`src/logic/ufc_map.vh`:
```
// constants for the uart flow-control block
`ifndef UFC_MAP_VH
`define UFC_MAP_VH
// ---------------------------------------------------------------
// configuration write selects
// ---------------------------------------------------------------
`define UFC_SEL_EFR      4'h0
`define UFC_SEL_TCR      4'h1
`define UFC_SEL_MCR      4'h2
`define UFC_SEL_IER      4'h3
`define UFC_SEL_LCR      4'h4
`define UFC_SEL_SCR      4'h5
`define UFC_SEL_RESUME_CHAR_FIRST     4'h6
`define UFC_SEL_RESUME_CHAR_SECOND     4'h7
`define UFC_SEL_HALT_CHAR_FIRST    4'h8
`define UFC_SEL_HALT_CHAR_SECOND    4'h9
// ---------------------------------------------------------------
// field positions
// ---------------------------------------------------------------
`define UFC_EFR_ACTS     7
`define UFC_EFR_ARTS     6
`define UFC_EFR_SPEC     5
`define UFC_EFR_TX       3:2
`define UFC_EFR_RX       1:0
`define UFC_TCR_HALT     3:0
`define UFC_TCR_RESUME   7:4
`define UFC_MCR_XANY     5
`define UFC_MCR_RTS      1
`define UFC_IER_XOFF     5
`define UFC_IER_CTSRTS   7
`define UFC_LCR_WLEN     1:0
// ---------------------------------------------------------------
// pair selections for tx and rx software flow control
// ---------------------------------------------------------------
`define UFC_PAIR_NONE    2'h0
`define UFC_PAIR_SECOND  2'h1
`define UFC_PAIR_FIRST   2'h2
`define UFC_PAIR_BOTH    2'h3
// ---------------------------------------------------------------
// reset values and interrupt identification codes
// ---------------------------------------------------------------
`define UFC_RST_ZERO     8'h00
`define UFC_RST_LCR      8'h1d
`define UFC_RST_IIR      8'h01
`define UFC_RST_LSR      8'h60
`define UFC_IIR_XOFF     8'h10
`define UFC_IIR_CTSRTS   8'h20
`endif
```
`src/logic/ufc_flow.v`:
```
// uart flow control: rts/cts automation, xon/xoff matching and insertion
`timescale 1ns/1ns
`include "ufc_map.vh"
// Notes on behaviour
// - auto rts: active once level falls to resume, until level reaches halt
// - level reaching halt drops rts
// - rts returns when level falls to resume
// - bytes still accepted after rts drop until the rx fifo is full
// - auto cts: byte starts only with cts active; inserted xon/xoff chars are sent without checking cts
// - no cts change interrupt under auto cts
// - auto cts and rts enabled separately
// - tx pair select: none, first, second, both
// - rx pair select: none, first, second, both
// - xon any: any char but xoff after xoff resumes
// - special char flags, stores, never halts
// - xoff halts after current character
// - xoff flag drives interrupt when enabled
// - xon clears flag and resumes transmit
// - send xoff once level passes halt
// - send xon when level reaches resume
// - inserted chars cut to word length
// - characters and scratch survive reset
// - reset loads documented register values

// ---------------------------------------------------------------
// small fifo with registered valid and ready
// ---------------------------------------------------------------
module ufc_fifo #(
  parameter WIDTH = 8,
  parameter DEPTH = 4,
  parameter AW    = 2
) (
  input  wire             core_clk,
  input  wire             rst,
  input  wire             in_valid,
  output reg              in_ready,
  input  wire [WIDTH-1:0] in_data,
  output reg              out_valid,
  input  wire             out_ready,
  output wire [WIDTH-1:0] out_data
);
  reg [WIDTH-1:0] mem [0:DEPTH-1];
  reg [AW-1:0]    wr_q;
  reg [AW-1:0]    rd_q;
  reg [AW:0]      cnt_q;
  reg [AW:0]      cnt_d;
  wire            push;
  wire            pop;

  assign push     = in_valid & in_ready;
  assign pop      = out_valid & out_ready;
  assign out_data = mem[rd_q];

  // storage has no reset; pointers guard it
  always @(posedge core_clk) begin
    if (push) begin
      mem[wr_q] <= in_data;
    end
  end

  always @* begin
    cnt_d = cnt_q + {{AW{1'b0}}, push} - {{AW{1'b0}}, pop};
  end

  // flags computed from next count so they stay honest
  always @(posedge core_clk or posedge rst) begin
    if (rst) begin
      wr_q      <= {AW{1'b0}};
      rd_q      <= {AW{1'b0}};
      cnt_q     <= {(AW+1){1'b0}};
      in_ready  <= 1'b1;
      out_valid <= 1'b0;
    end else begin
      if (push) wr_q <= wr_q + 1'b1;
      if (pop) rd_q <= rd_q + 1'b1;
      cnt_q     <= cnt_d;
      in_ready  <= (cnt_d != DEPTH[AW:0]);
      out_valid <= (cnt_d != {(AW+1){1'b0}});
    end
  end
endmodule // ufc_fifo

// ---------------------------------------------------------------
// flow-control top
// ---------------------------------------------------------------
module ufc_flow #(
  parameter LVLW = 7
) (
  input  wire            core_clk,
  input  wire            rst,
  input  wire            cfg_wr,
  input  wire [3:0]      cfg_sel,
  input  wire [7:0]      cfg_data,
  input  wire            iir_rd,
  input  wire            msr_rd,
  input  wire [LVLW-1:0] rx_level,
  input  wire            cts_n_pin,
  input  wire [2:0]      modem_n_pin,
  output reg             rts_n_q,
  input  wire            rx_valid,
  output wire            rx_ready,
  input  wire [7:0]      rx_data,
  output wire            rxo_valid,
  input  wire            rxo_ready,
  output wire [7:0]      rxo_data,
  input  wire            tx_in_valid,
  output reg             tx_in_ready_q,
  input  wire [7:0]      tx_in_data,
  output reg             tx_out_valid_q,
  input  wire            tx_out_ready,
  output reg  [7:0]      tx_out_data_q,
  output reg             irq_q,
  output reg  [7:0]      iir_q,
  output reg  [7:0]      lsr_q,
  output reg  [7:0]      msr_q,
  output reg  [7:0]      scratch_q
);
  // programmed registers
  reg [7:0] efr_q, tcr_q, mcr_q, ier_q, lcr_q;
  reg [7:0] resume_char_first_q, resume_char_second_q, halt_char_first_q, halt_char_second_q;
  // pin synchronisers: first stage read only by the second
  reg [3:0] pin_s1_q, pin_s2_q, pin_last_q;
  // flow state
  reg       halt_q, xflag_q, xspec_q, ctsrts_q, rts_act_q;
  reg       sent_off_q, ins_off_q, after_on1_q, after_off1_q;
  reg [1:0] ins_pend_q;
  reg       fifo_push;
  reg       det_off, det_on, det_spec, any_resume;

  wire       cts_act  = ~pin_s2_q[0];
  wire       acts     = efr_q[`UFC_EFR_ACTS];
  wire       arts     = efr_q[`UFC_EFR_ARTS];
  wire [1:0] txm      = efr_q[`UFC_EFR_TX];
  wire [1:0] rxm      = efr_q[`UFC_EFR_RX];
  wire [3:0] halt_lv  = tcr_q[`UFC_TCR_HALT];
  wire [3:0] res_lv   = tcr_q[`UFC_TCR_RESUME];
  wire       rx_take  = rx_valid & rx_ready;
  wire       above_ht = rx_level >= {{(LVLW-4){1'b0}}, halt_lv};
  wire       at_res   = rx_level <= {{(LVLW-4){1'b0}}, res_lv};

  // cut an inserted character to the programmed word length
  function [7:0] wl_mask;
    input [7:0] ch;
    input [1:0] wl;
    begin
      wl_mask = ch & (8'hff >> (2'h3 - wl));
    end
  endfunction

  // ---------------------------------------------------------------
  // programmed registers
  // ---------------------------------------------------------------
  // control registers take their reset values
  always @(posedge core_clk or posedge rst) begin
    if (rst) begin
      efr_q <= `UFC_RST_ZERO;
      tcr_q <= `UFC_RST_ZERO;
      mcr_q <= `UFC_RST_ZERO;
      ier_q <= `UFC_RST_ZERO;
      lcr_q <= `UFC_RST_LCR;
    end else if (cfg_wr) begin
      case (cfg_sel)
        `UFC_SEL_EFR: efr_q <= cfg_data;
        `UFC_SEL_TCR: tcr_q <= cfg_data;
        `UFC_SEL_MCR: mcr_q <= cfg_data;
        `UFC_SEL_IER: ier_q <= cfg_data;
        `UFC_SEL_LCR: lcr_q <= cfg_data;
        default: ;
      endcase
    end
  end

  // characters and scratch have no reset at all
  always @(posedge core_clk) begin
    if (cfg_wr) begin
      case (cfg_sel)
        `UFC_SEL_SCR:   scratch_q <= cfg_data;
        `UFC_SEL_RESUME_CHAR_FIRST:  resume_char_first_q    <= cfg_data;
        `UFC_SEL_RESUME_CHAR_SECOND:  resume_char_second_q    <= cfg_data;
        `UFC_SEL_HALT_CHAR_FIRST: halt_char_first_q   <= cfg_data;
        `UFC_SEL_HALT_CHAR_SECOND: halt_char_second_q   <= cfg_data;
        default: ;
      endcase
    end
  end

  // ---------------------------------------------------------------
  // receive matching
  // ---------------------------------------------------------------
  always @* begin
    det_off  = 1'b0;
    det_on   = 1'b0;
    det_spec = 1'b0;
    case (rxm)
      `UFC_PAIR_FIRST: begin
        det_off = rx_data == halt_char_first_q;
        det_on  = rx_data == resume_char_first_q;
      end
      `UFC_PAIR_SECOND: begin
        det_off = rx_data == halt_char_second_q;
        det_on  = rx_data == resume_char_second_q;
      end
      `UFC_PAIR_BOTH: begin
        det_off = after_off1_q & (rx_data == halt_char_second_q);
        det_on  = after_on1_q & (rx_data == resume_char_second_q);
      end
      default: ;
    endcase
    det_spec   = efr_q[`UFC_EFR_SPEC] & (rx_data == halt_char_second_q) & ~det_off;
    any_resume = halt_q & mcr_q[`UFC_MCR_XANY] & ~det_off;
    // flow characters are consumed, special and others are stored
    fifo_push  = rx_take & ~det_off & ~det_on;
  end

  ufc_fifo #(
    .WIDTH (8),
    .DEPTH (4),
    .AW    (2)
  ) u_rx_fifo (
    .core_clk  (core_clk),
    .rst       (rst),
    .in_valid  (rx_valid & ~(det_off | det_on)),
    .in_ready  (rx_ready),
    .in_data   (rx_data),
    .out_valid (rxo_valid),
    .out_ready (rxo_ready),
    .out_data  (rxo_data)
  );

  // halt state and xoff flag; a set wins over a read clear
  always @(posedge core_clk or posedge rst) begin
    if (rst) begin
      halt_q       <= 1'b0;
      xflag_q      <= 1'b0;
      xspec_q      <= 1'b0;
      after_on1_q  <= 1'b0;
      after_off1_q <= 1'b0;
    end else begin
      if (rx_take) begin
        after_on1_q  <= rx_data == resume_char_first_q;
        after_off1_q <= rx_data == halt_char_first_q;
        if (det_off) begin
          halt_q  <= 1'b1;
          xflag_q <= 1'b1;
          xspec_q <= 1'b0;
        end else if (det_on | any_resume) begin
          halt_q <= 1'b0;
          if (!xspec_q) xflag_q <= 1'b0;
        end
        if (det_spec) begin
          xflag_q <= 1'b1;
          xspec_q <= 1'b1;
        end
      end
      if (iir_rd && xspec_q && !(rx_take && (det_spec || det_off))) begin
        xflag_q <= 1'b0;
        xspec_q <= 1'b0;
      end
    end
  end

  // ---------------------------------------------------------------
  // rts and pins
  // ---------------------------------------------------------------
  // rts hysteresis; receive path refuses any byte only when its fifo is full, regardless of rts
  always @(posedge core_clk or posedge rst) begin
    if (rst) begin
      rts_act_q  <= 1'b0;
      rts_n_q    <= 1'b1;
      pin_s1_q   <= 4'hf;
      pin_s2_q   <= 4'hf;
      pin_last_q <= 4'hf;
    end else begin
      pin_s1_q   <= {modem_n_pin, cts_n_pin};
      pin_s2_q   <= pin_s1_q;
      pin_last_q <= pin_s2_q;
      if (above_ht) rts_act_q <= 1'b0;
      else if (at_res || rts_act_q) rts_act_q <= 1'b1;
      if (arts) rts_n_q <= ~(rts_act_q & ~above_ht);
      else rts_n_q <= ~mcr_q[`UFC_MCR_RTS];
    end
  end

  // ---------------------------------------------------------------
  // transmit gating and xon/xoff insertion
  // ---------------------------------------------------------------
  wire slot_free = ~tx_out_valid_q | tx_out_ready;
  wire cts_ok    = ~acts | cts_act;
  wire data_ok   = ~halt_q & cts_ok & (ins_pend_q == 2'h0);
  wire [7:0] ins_char = ins_off_q ?
                        (ins_pend_q[1] ? halt_char_first_q : halt_char_second_q) :
                        (ins_pend_q[1] ? resume_char_first_q : resume_char_second_q);

  always @(posedge core_clk or posedge rst) begin
    if (rst) begin
      tx_in_ready_q  <= 1'b0;
      tx_out_valid_q <= 1'b0;
      tx_out_data_q  <= `UFC_RST_ZERO;
      ins_pend_q     <= 2'h0;
      ins_off_q      <= 1'b0;
      sent_off_q     <= 1'b0;
    end else begin
      if (tx_out_valid_q && tx_out_ready) tx_out_valid_q <= 1'b0;
      // queue one char per selected pair when the level crosses a threshold
      if (ins_pend_q == 2'h0 && txm != `UFC_PAIR_NONE) begin
        if (!sent_off_q && rx_level > {{(LVLW-4){1'b0}}, halt_lv}) begin
          ins_pend_q <= {txm[1], txm[0]};
          ins_off_q  <= 1'b1;
          sent_off_q <= 1'b1;
        end else if (sent_off_q && at_res) begin
          ins_pend_q <= {txm[1], txm[0]};
          ins_off_q  <= 1'b0;
          sent_off_q <= 1'b0;
        end
      end
      // inserted characters take the slot before tx_in_data unless a byte was already granted
      tx_in_ready_q <= 1'b0;
      if (ins_pend_q != 2'h0 && slot_free && !tx_in_ready_q) begin
        tx_out_valid_q <= 1'b1;
        tx_out_data_q  <= wl_mask(ins_char, lcr_q[`UFC_LCR_WLEN]);
        if (ins_pend_q[1]) ins_pend_q[1] <= 1'b0;
        else ins_pend_q[0] <= 1'b0;
      end else if (tx_in_ready_q && tx_in_valid) begin
        tx_out_valid_q <= 1'b1;
        tx_out_data_q  <= tx_in_data;
      end else if (tx_in_valid && slot_free && data_ok) begin
        tx_in_ready_q <= 1'b1;
      end
    end
  end

  // ---------------------------------------------------------------
  // interrupt identification and status
  // ---------------------------------------------------------------
  wire cts_rise = pin_s2_q[0] & ~pin_last_q[0];
  // edge, not level: rts active now and about to go inactive
  wire rts_rise = arts & ~rts_n_q & ~(rts_act_q & ~above_ht);

  always @(posedge core_clk or posedge rst) begin
    if (rst) begin
      ctsrts_q <= 1'b0;
      irq_q    <= 1'b0;
      iir_q    <= `UFC_RST_IIR;
      lsr_q    <= `UFC_RST_LSR;
      msr_q    <= `UFC_RST_ZERO;
    end else begin
      if ((cts_rise && !acts) || rts_rise) ctsrts_q <= 1'b1;
      else if (iir_rd) ctsrts_q <= 1'b0;
      if (xflag_q && ier_q[`UFC_IER_XOFF]) iir_q <= `UFC_IIR_XOFF;
      else if (ctsrts_q && ier_q[`UFC_IER_CTSRTS]) iir_q <= `UFC_IIR_CTSRTS;
      else iir_q <= `UFC_RST_IIR;
      irq_q <= (xflag_q & ier_q[`UFC_IER_XOFF]) |
               (ctsrts_q & ier_q[`UFC_IER_CTSRTS]);
      lsr_q <= {1'b0, ~tx_out_valid_q, ~tx_out_valid_q, 4'h0, rxo_valid};
      msr_q[7:4] <= ~pin_s2_q;
      msr_q[3:0] <= (pin_s2_q ^ pin_last_q) | (msr_rd ? 4'h0 : msr_q[3:0]);
    end
  end
endmodule // ufc_flow

```
`config.mk`:
```
export PLATFORM = sky130hd
export DESIGN_NAME = ufc_flow
export DESIGN_NICKNAME = d
export VERILOG_FILES = /design/src/logic/ufc_flow.v
export VERILOG_INCLUDE_DIRS = /design/src /design/src/logic
export SDC_FILE = /design/constraint.sdc
export NUM_CORES = 1
export LEC_CHECK = 0
export BUFFER_PORTS_ARGS = -buffer_cell sky130_fd_sc_hd__buf_4
export CAP_MARGIN = 20
export CORE_ASPECT_RATIO = 0.7
export CORE_UTILIZATION = 45
export DETAILED_ROUTE_END_ITERATION = 6
export PLACE_DENSITY_LB_ADDON = 0.1
export SYNTH_ARGS = -nofsm -noshare
export SYNTH_HDL_FRONTEND = slang
export SYNTH_SLANG_ARGS = --single-unit
export TNS_END_PERCENT = 10
```
`constraint.sdc`:
```
create_clock -name core_clk -period 7.48 [get_ports core_clk]
set_clock_uncertainty 0.2 [all_clocks]
set_input_delay 2.244 -clock core_clk [delete_from_list [all_inputs] [get_ports core_clk]]
set_output_delay 2.244 -clock core_clk [all_outputs]
set_load 0.02 [all_outputs]
```
==> flow_summary_export.csv <==
group,metric,value,unit
floorplan,die_w,144.3,µm
place,dpl_cell_area,7234,µm²
clocking,cts_buffers,17,
floorplan,die_area,14650,µm²
yosys,synth_seq_cells,149,
critical_path,required,7.57,ns
route,avgRoutedWirePerCell,17.81,µm
timing,setup_viol,0,
clocking,clock_tree.root_cell,"clkbuf_16",
grt,grt_pass1_vias,3631,
timing,hold_viol,0,
timing,relSlewSlack,0.3502,
yosys,synthArstFlopShare,0.5168,
yosys,synth_area,6375,µm²
route,drtPass1Iterations,5,
timing,worstMarginPinSlew,0.9747,ns
critical_path,arrival,4.75,ns
timing,fin_crit_sh,0.6232,
flow_run,cap_violations,0,
grt,globalRouteTotalUtil,0.1952,
timing,period_minus_slack,4.662,ns
min_path,hold_path.class,"reg -> reg",
floorplan,io_pins,102,
route,first_iter_violations,285,
grt,grt_pass1_wl,20.15,mm
yosys,synth_flop_cell,"edfxtp_1",
power,p_per_area,337.5,nW/µm²
critical_path,worstPathMaxFanout,8,
power,peakVddDrop,171.1,µV
clocking,clk_latency,0.42,ns
route,drc_errors,0,
route,antenna_left,0,
yosys,synth.area.top_cells,"edfxtp_1, dfrtp_1, dfstp_2, mux4_2, xnor2_1",
floorplan,core_area,13490,µm²
clocking,cts.sinks,149,
route,vias,3770,
power,leakagePower,0.003197,µW
final_layout,nets,605,
critical_path,crit_type,"in -> reg",
clocking,post_cts_buffers,0,
critical_path,path_cells,"buf_4 -> xor2_1 -> nor4_1 -> and4bb_1 -> or4_4 -> a21oi_4 -> ha_1 -> inv_1 -> fa_1 -> inv_1 -> or3_1",
final_layout,area_growth,22.59,%
place,dpl.hpwl,9.609,mm
final_layout,postLayoutCellArea,7815,µm²
place,gp_congestion,0.9767,
place,numPlacedInstances,707,
clocking,cts-resized-gates,0,
critical_path,crit_top_cell,"inv_1",
timing,setup_tns,0,ns
run_status,status,"completed",
final_layout,layout-drive-gt1-share,0.3448,
clocking,hold_buffers,0,
timing,rsz0062_at_grt,"no",
clocking,cts.clk_slew.worst_paths,0.06,ns
place,portBuffers,91,
final_layout,fin_cells,739,
floorplan,start_util,0.4726,
place,dpl_worst_slack,2.394,ns
grt,antenna_found_initial,0,
yosys,synth_edf_count,72,
clocking,clk_path_buf_depth,2,
critical_path,cp-start-kind,"primary input",
route,wl,13.16,mm
floorplan,die-height,101.6,µm
yosys,synth_cells,437,
clocking,cts-htree-levels,4,
clocking,cts_tree,"yes",
grt,grt_start_max_net_pins,78,
yosys,yosysSeqAreaShare,0.6447,
critical_path,slowest_delay,0.50,ns
grt,gr-total-overflow,0,
floorplan,rows,35,
timing,final_max_slew_viol_count,0,
critical_path,cp_num_buf_inv,3,
yosys,avgSynthCellArea,14.59,µm²
power,total_power,2638,µW
critical_path,slowest_stage,"fa_1",
critical_path,cp_top_family,"simple AND/OR/NAND/NOR gates",
critical_path,endpoint_kind,"flop",
timing,fin_ws,2.818,ns
final_layout,diodes,0,
route,viasPerCell,5.101,
yosys,yosysUniqueCellTypes,52,
yosys,synth_top_cell_by_area,"edfxtp_1",
timing,max_freq,0.2145,GHz
yosys,yosysWarnings,0,
yosys,synth_top_area_share,0.3392,
[logic make-up after synthesis]
kind of cell    count (synthesis)  synth area share
buf+inv                        48           0.03533
compound gates                 52           0.05260
fa+ha+maj                      16           0.03258
flops                         149            0.6447
other cells                     1         0.0005882
simple gates                   91           0.07949
mux                            43            0.1038
xor+xnor                       37           0.05083
[final timing paths]
check	startpoint	to	slack, ns	cells after the start
min reg2reg	pin_s1_q[2]	pin_s2_q[2]	0.15	0
max	rx_data[1]	u_rx_fifo.out_valid	2.82	11
max in group asynchronous	rst	lsr_q[0]	4.52	3
min	pin_s1_q[2]	pin_s2_q[2]	0.15	0
max reg2reg	halt_char_first_q[1]	u_rx_fifo.out_valid	4.38	10
min in group asynchronous	rst	msr_q[5]	1.93	3
[report_power, final]
part / internal (µW) / switching, µW / total (µW)
combinational: 324 / 355 / 679
clock: 500 / 327 / 827
sequential: 1010 / 119 / 1130
total: 1840 / 801 / 2640
[through the flow]
| step | util | hold slack [ns] |
|---|---|---|
| detailed placement | 0.5364 | 0.1469 |
| finish | 0.5794 | 0.1512 |
| floorplan | - | 0.1452 |
| CTS | 0.5794 | 0.1527 |
| global route | 0.5794 | 0.1544 |
| global placement | 0.5364 | 0.1454 |
[cell usage after synthesis (2+ instances only)]
cell / number
nor4_1: 3
a211oi_1: 2
mux2i_1: 5
nand4_1: 5
inv_1: 30
a21o_1: 4
nand2_1: 18
nand3b_1: 6
dfstp_2: 17
o41ai_1: 2
nand2b_1: 12
and2_1: 2
mux4_2: 16
ha_1: 15
clkbuf_1: 4
and2_2: 4
o21ai_0: 15
or3_1: 2
xor2_1: 7
edfxtp_1: 72
buf_4: 11
nor3b_1: 2
buf_2: 2
xnor2_1: 30
mux2_2: 21
o211ai_1: 2
a21oi_1: 12
a31oi_1: 6
nor3_1: 4
and3_1: 2
o2111ai_1: 2
dfrtp_1: 60
nor2_1: 20
nor2b_1: 4
[layout by cell type, fill, tap and decap left out, drive strengths merged, types with 7 or more instances in the layout]
| cell | count |
|---|---|
| buf | 94 |
| edfxtp | 72 |
| dfrtp | 60 |
| inv | 34 |
| xnor2 | 30 |
| mux2 | 22 |
| clkbuf | 22 |
| nor2 | 20 |
| nand2 | 19 |
| dfstp | 17 |
| mux4 | 16 |
| o21ai | 15 |
| ha | 15 |
| a21oi | 13 |
| nand2b | 12 |
| conb | 10 |
| xor2 | 7 |
[layer usage]
metal,wire [µm],global-route usage
met5,0,0
met4,232,0.08826
met3,865,0.05012
met2,5373,0.2620
met1,6687,0.2956
[cell type report]
class                           count  area [µm²]
Tap cell                          185       231.5
Inverter                           30       113.9
Clock inverter                     10       91.34
Sequential cell                   149        4110
Timing Repair Buffer               94       705.7
Multi-Input combinational cell    249        2073
Clock buffer                       22       489.2
Fill cell                        1099        5673
[sequential cells by signal, indices dropped and copies added (netlist names), 7 cells and up]
signal / count
tcr_q: 8
resume_char_first_q: 8
tx_out_data_q: 8
resume_char_second_q: 8
u_rx_fifo.mem: 32
msr_q: 8
halt_char_second_q: 8
efr_q: 7
halt_char_first_q: 8
scratch_q: 8
(Power assumes the default switching activity.)
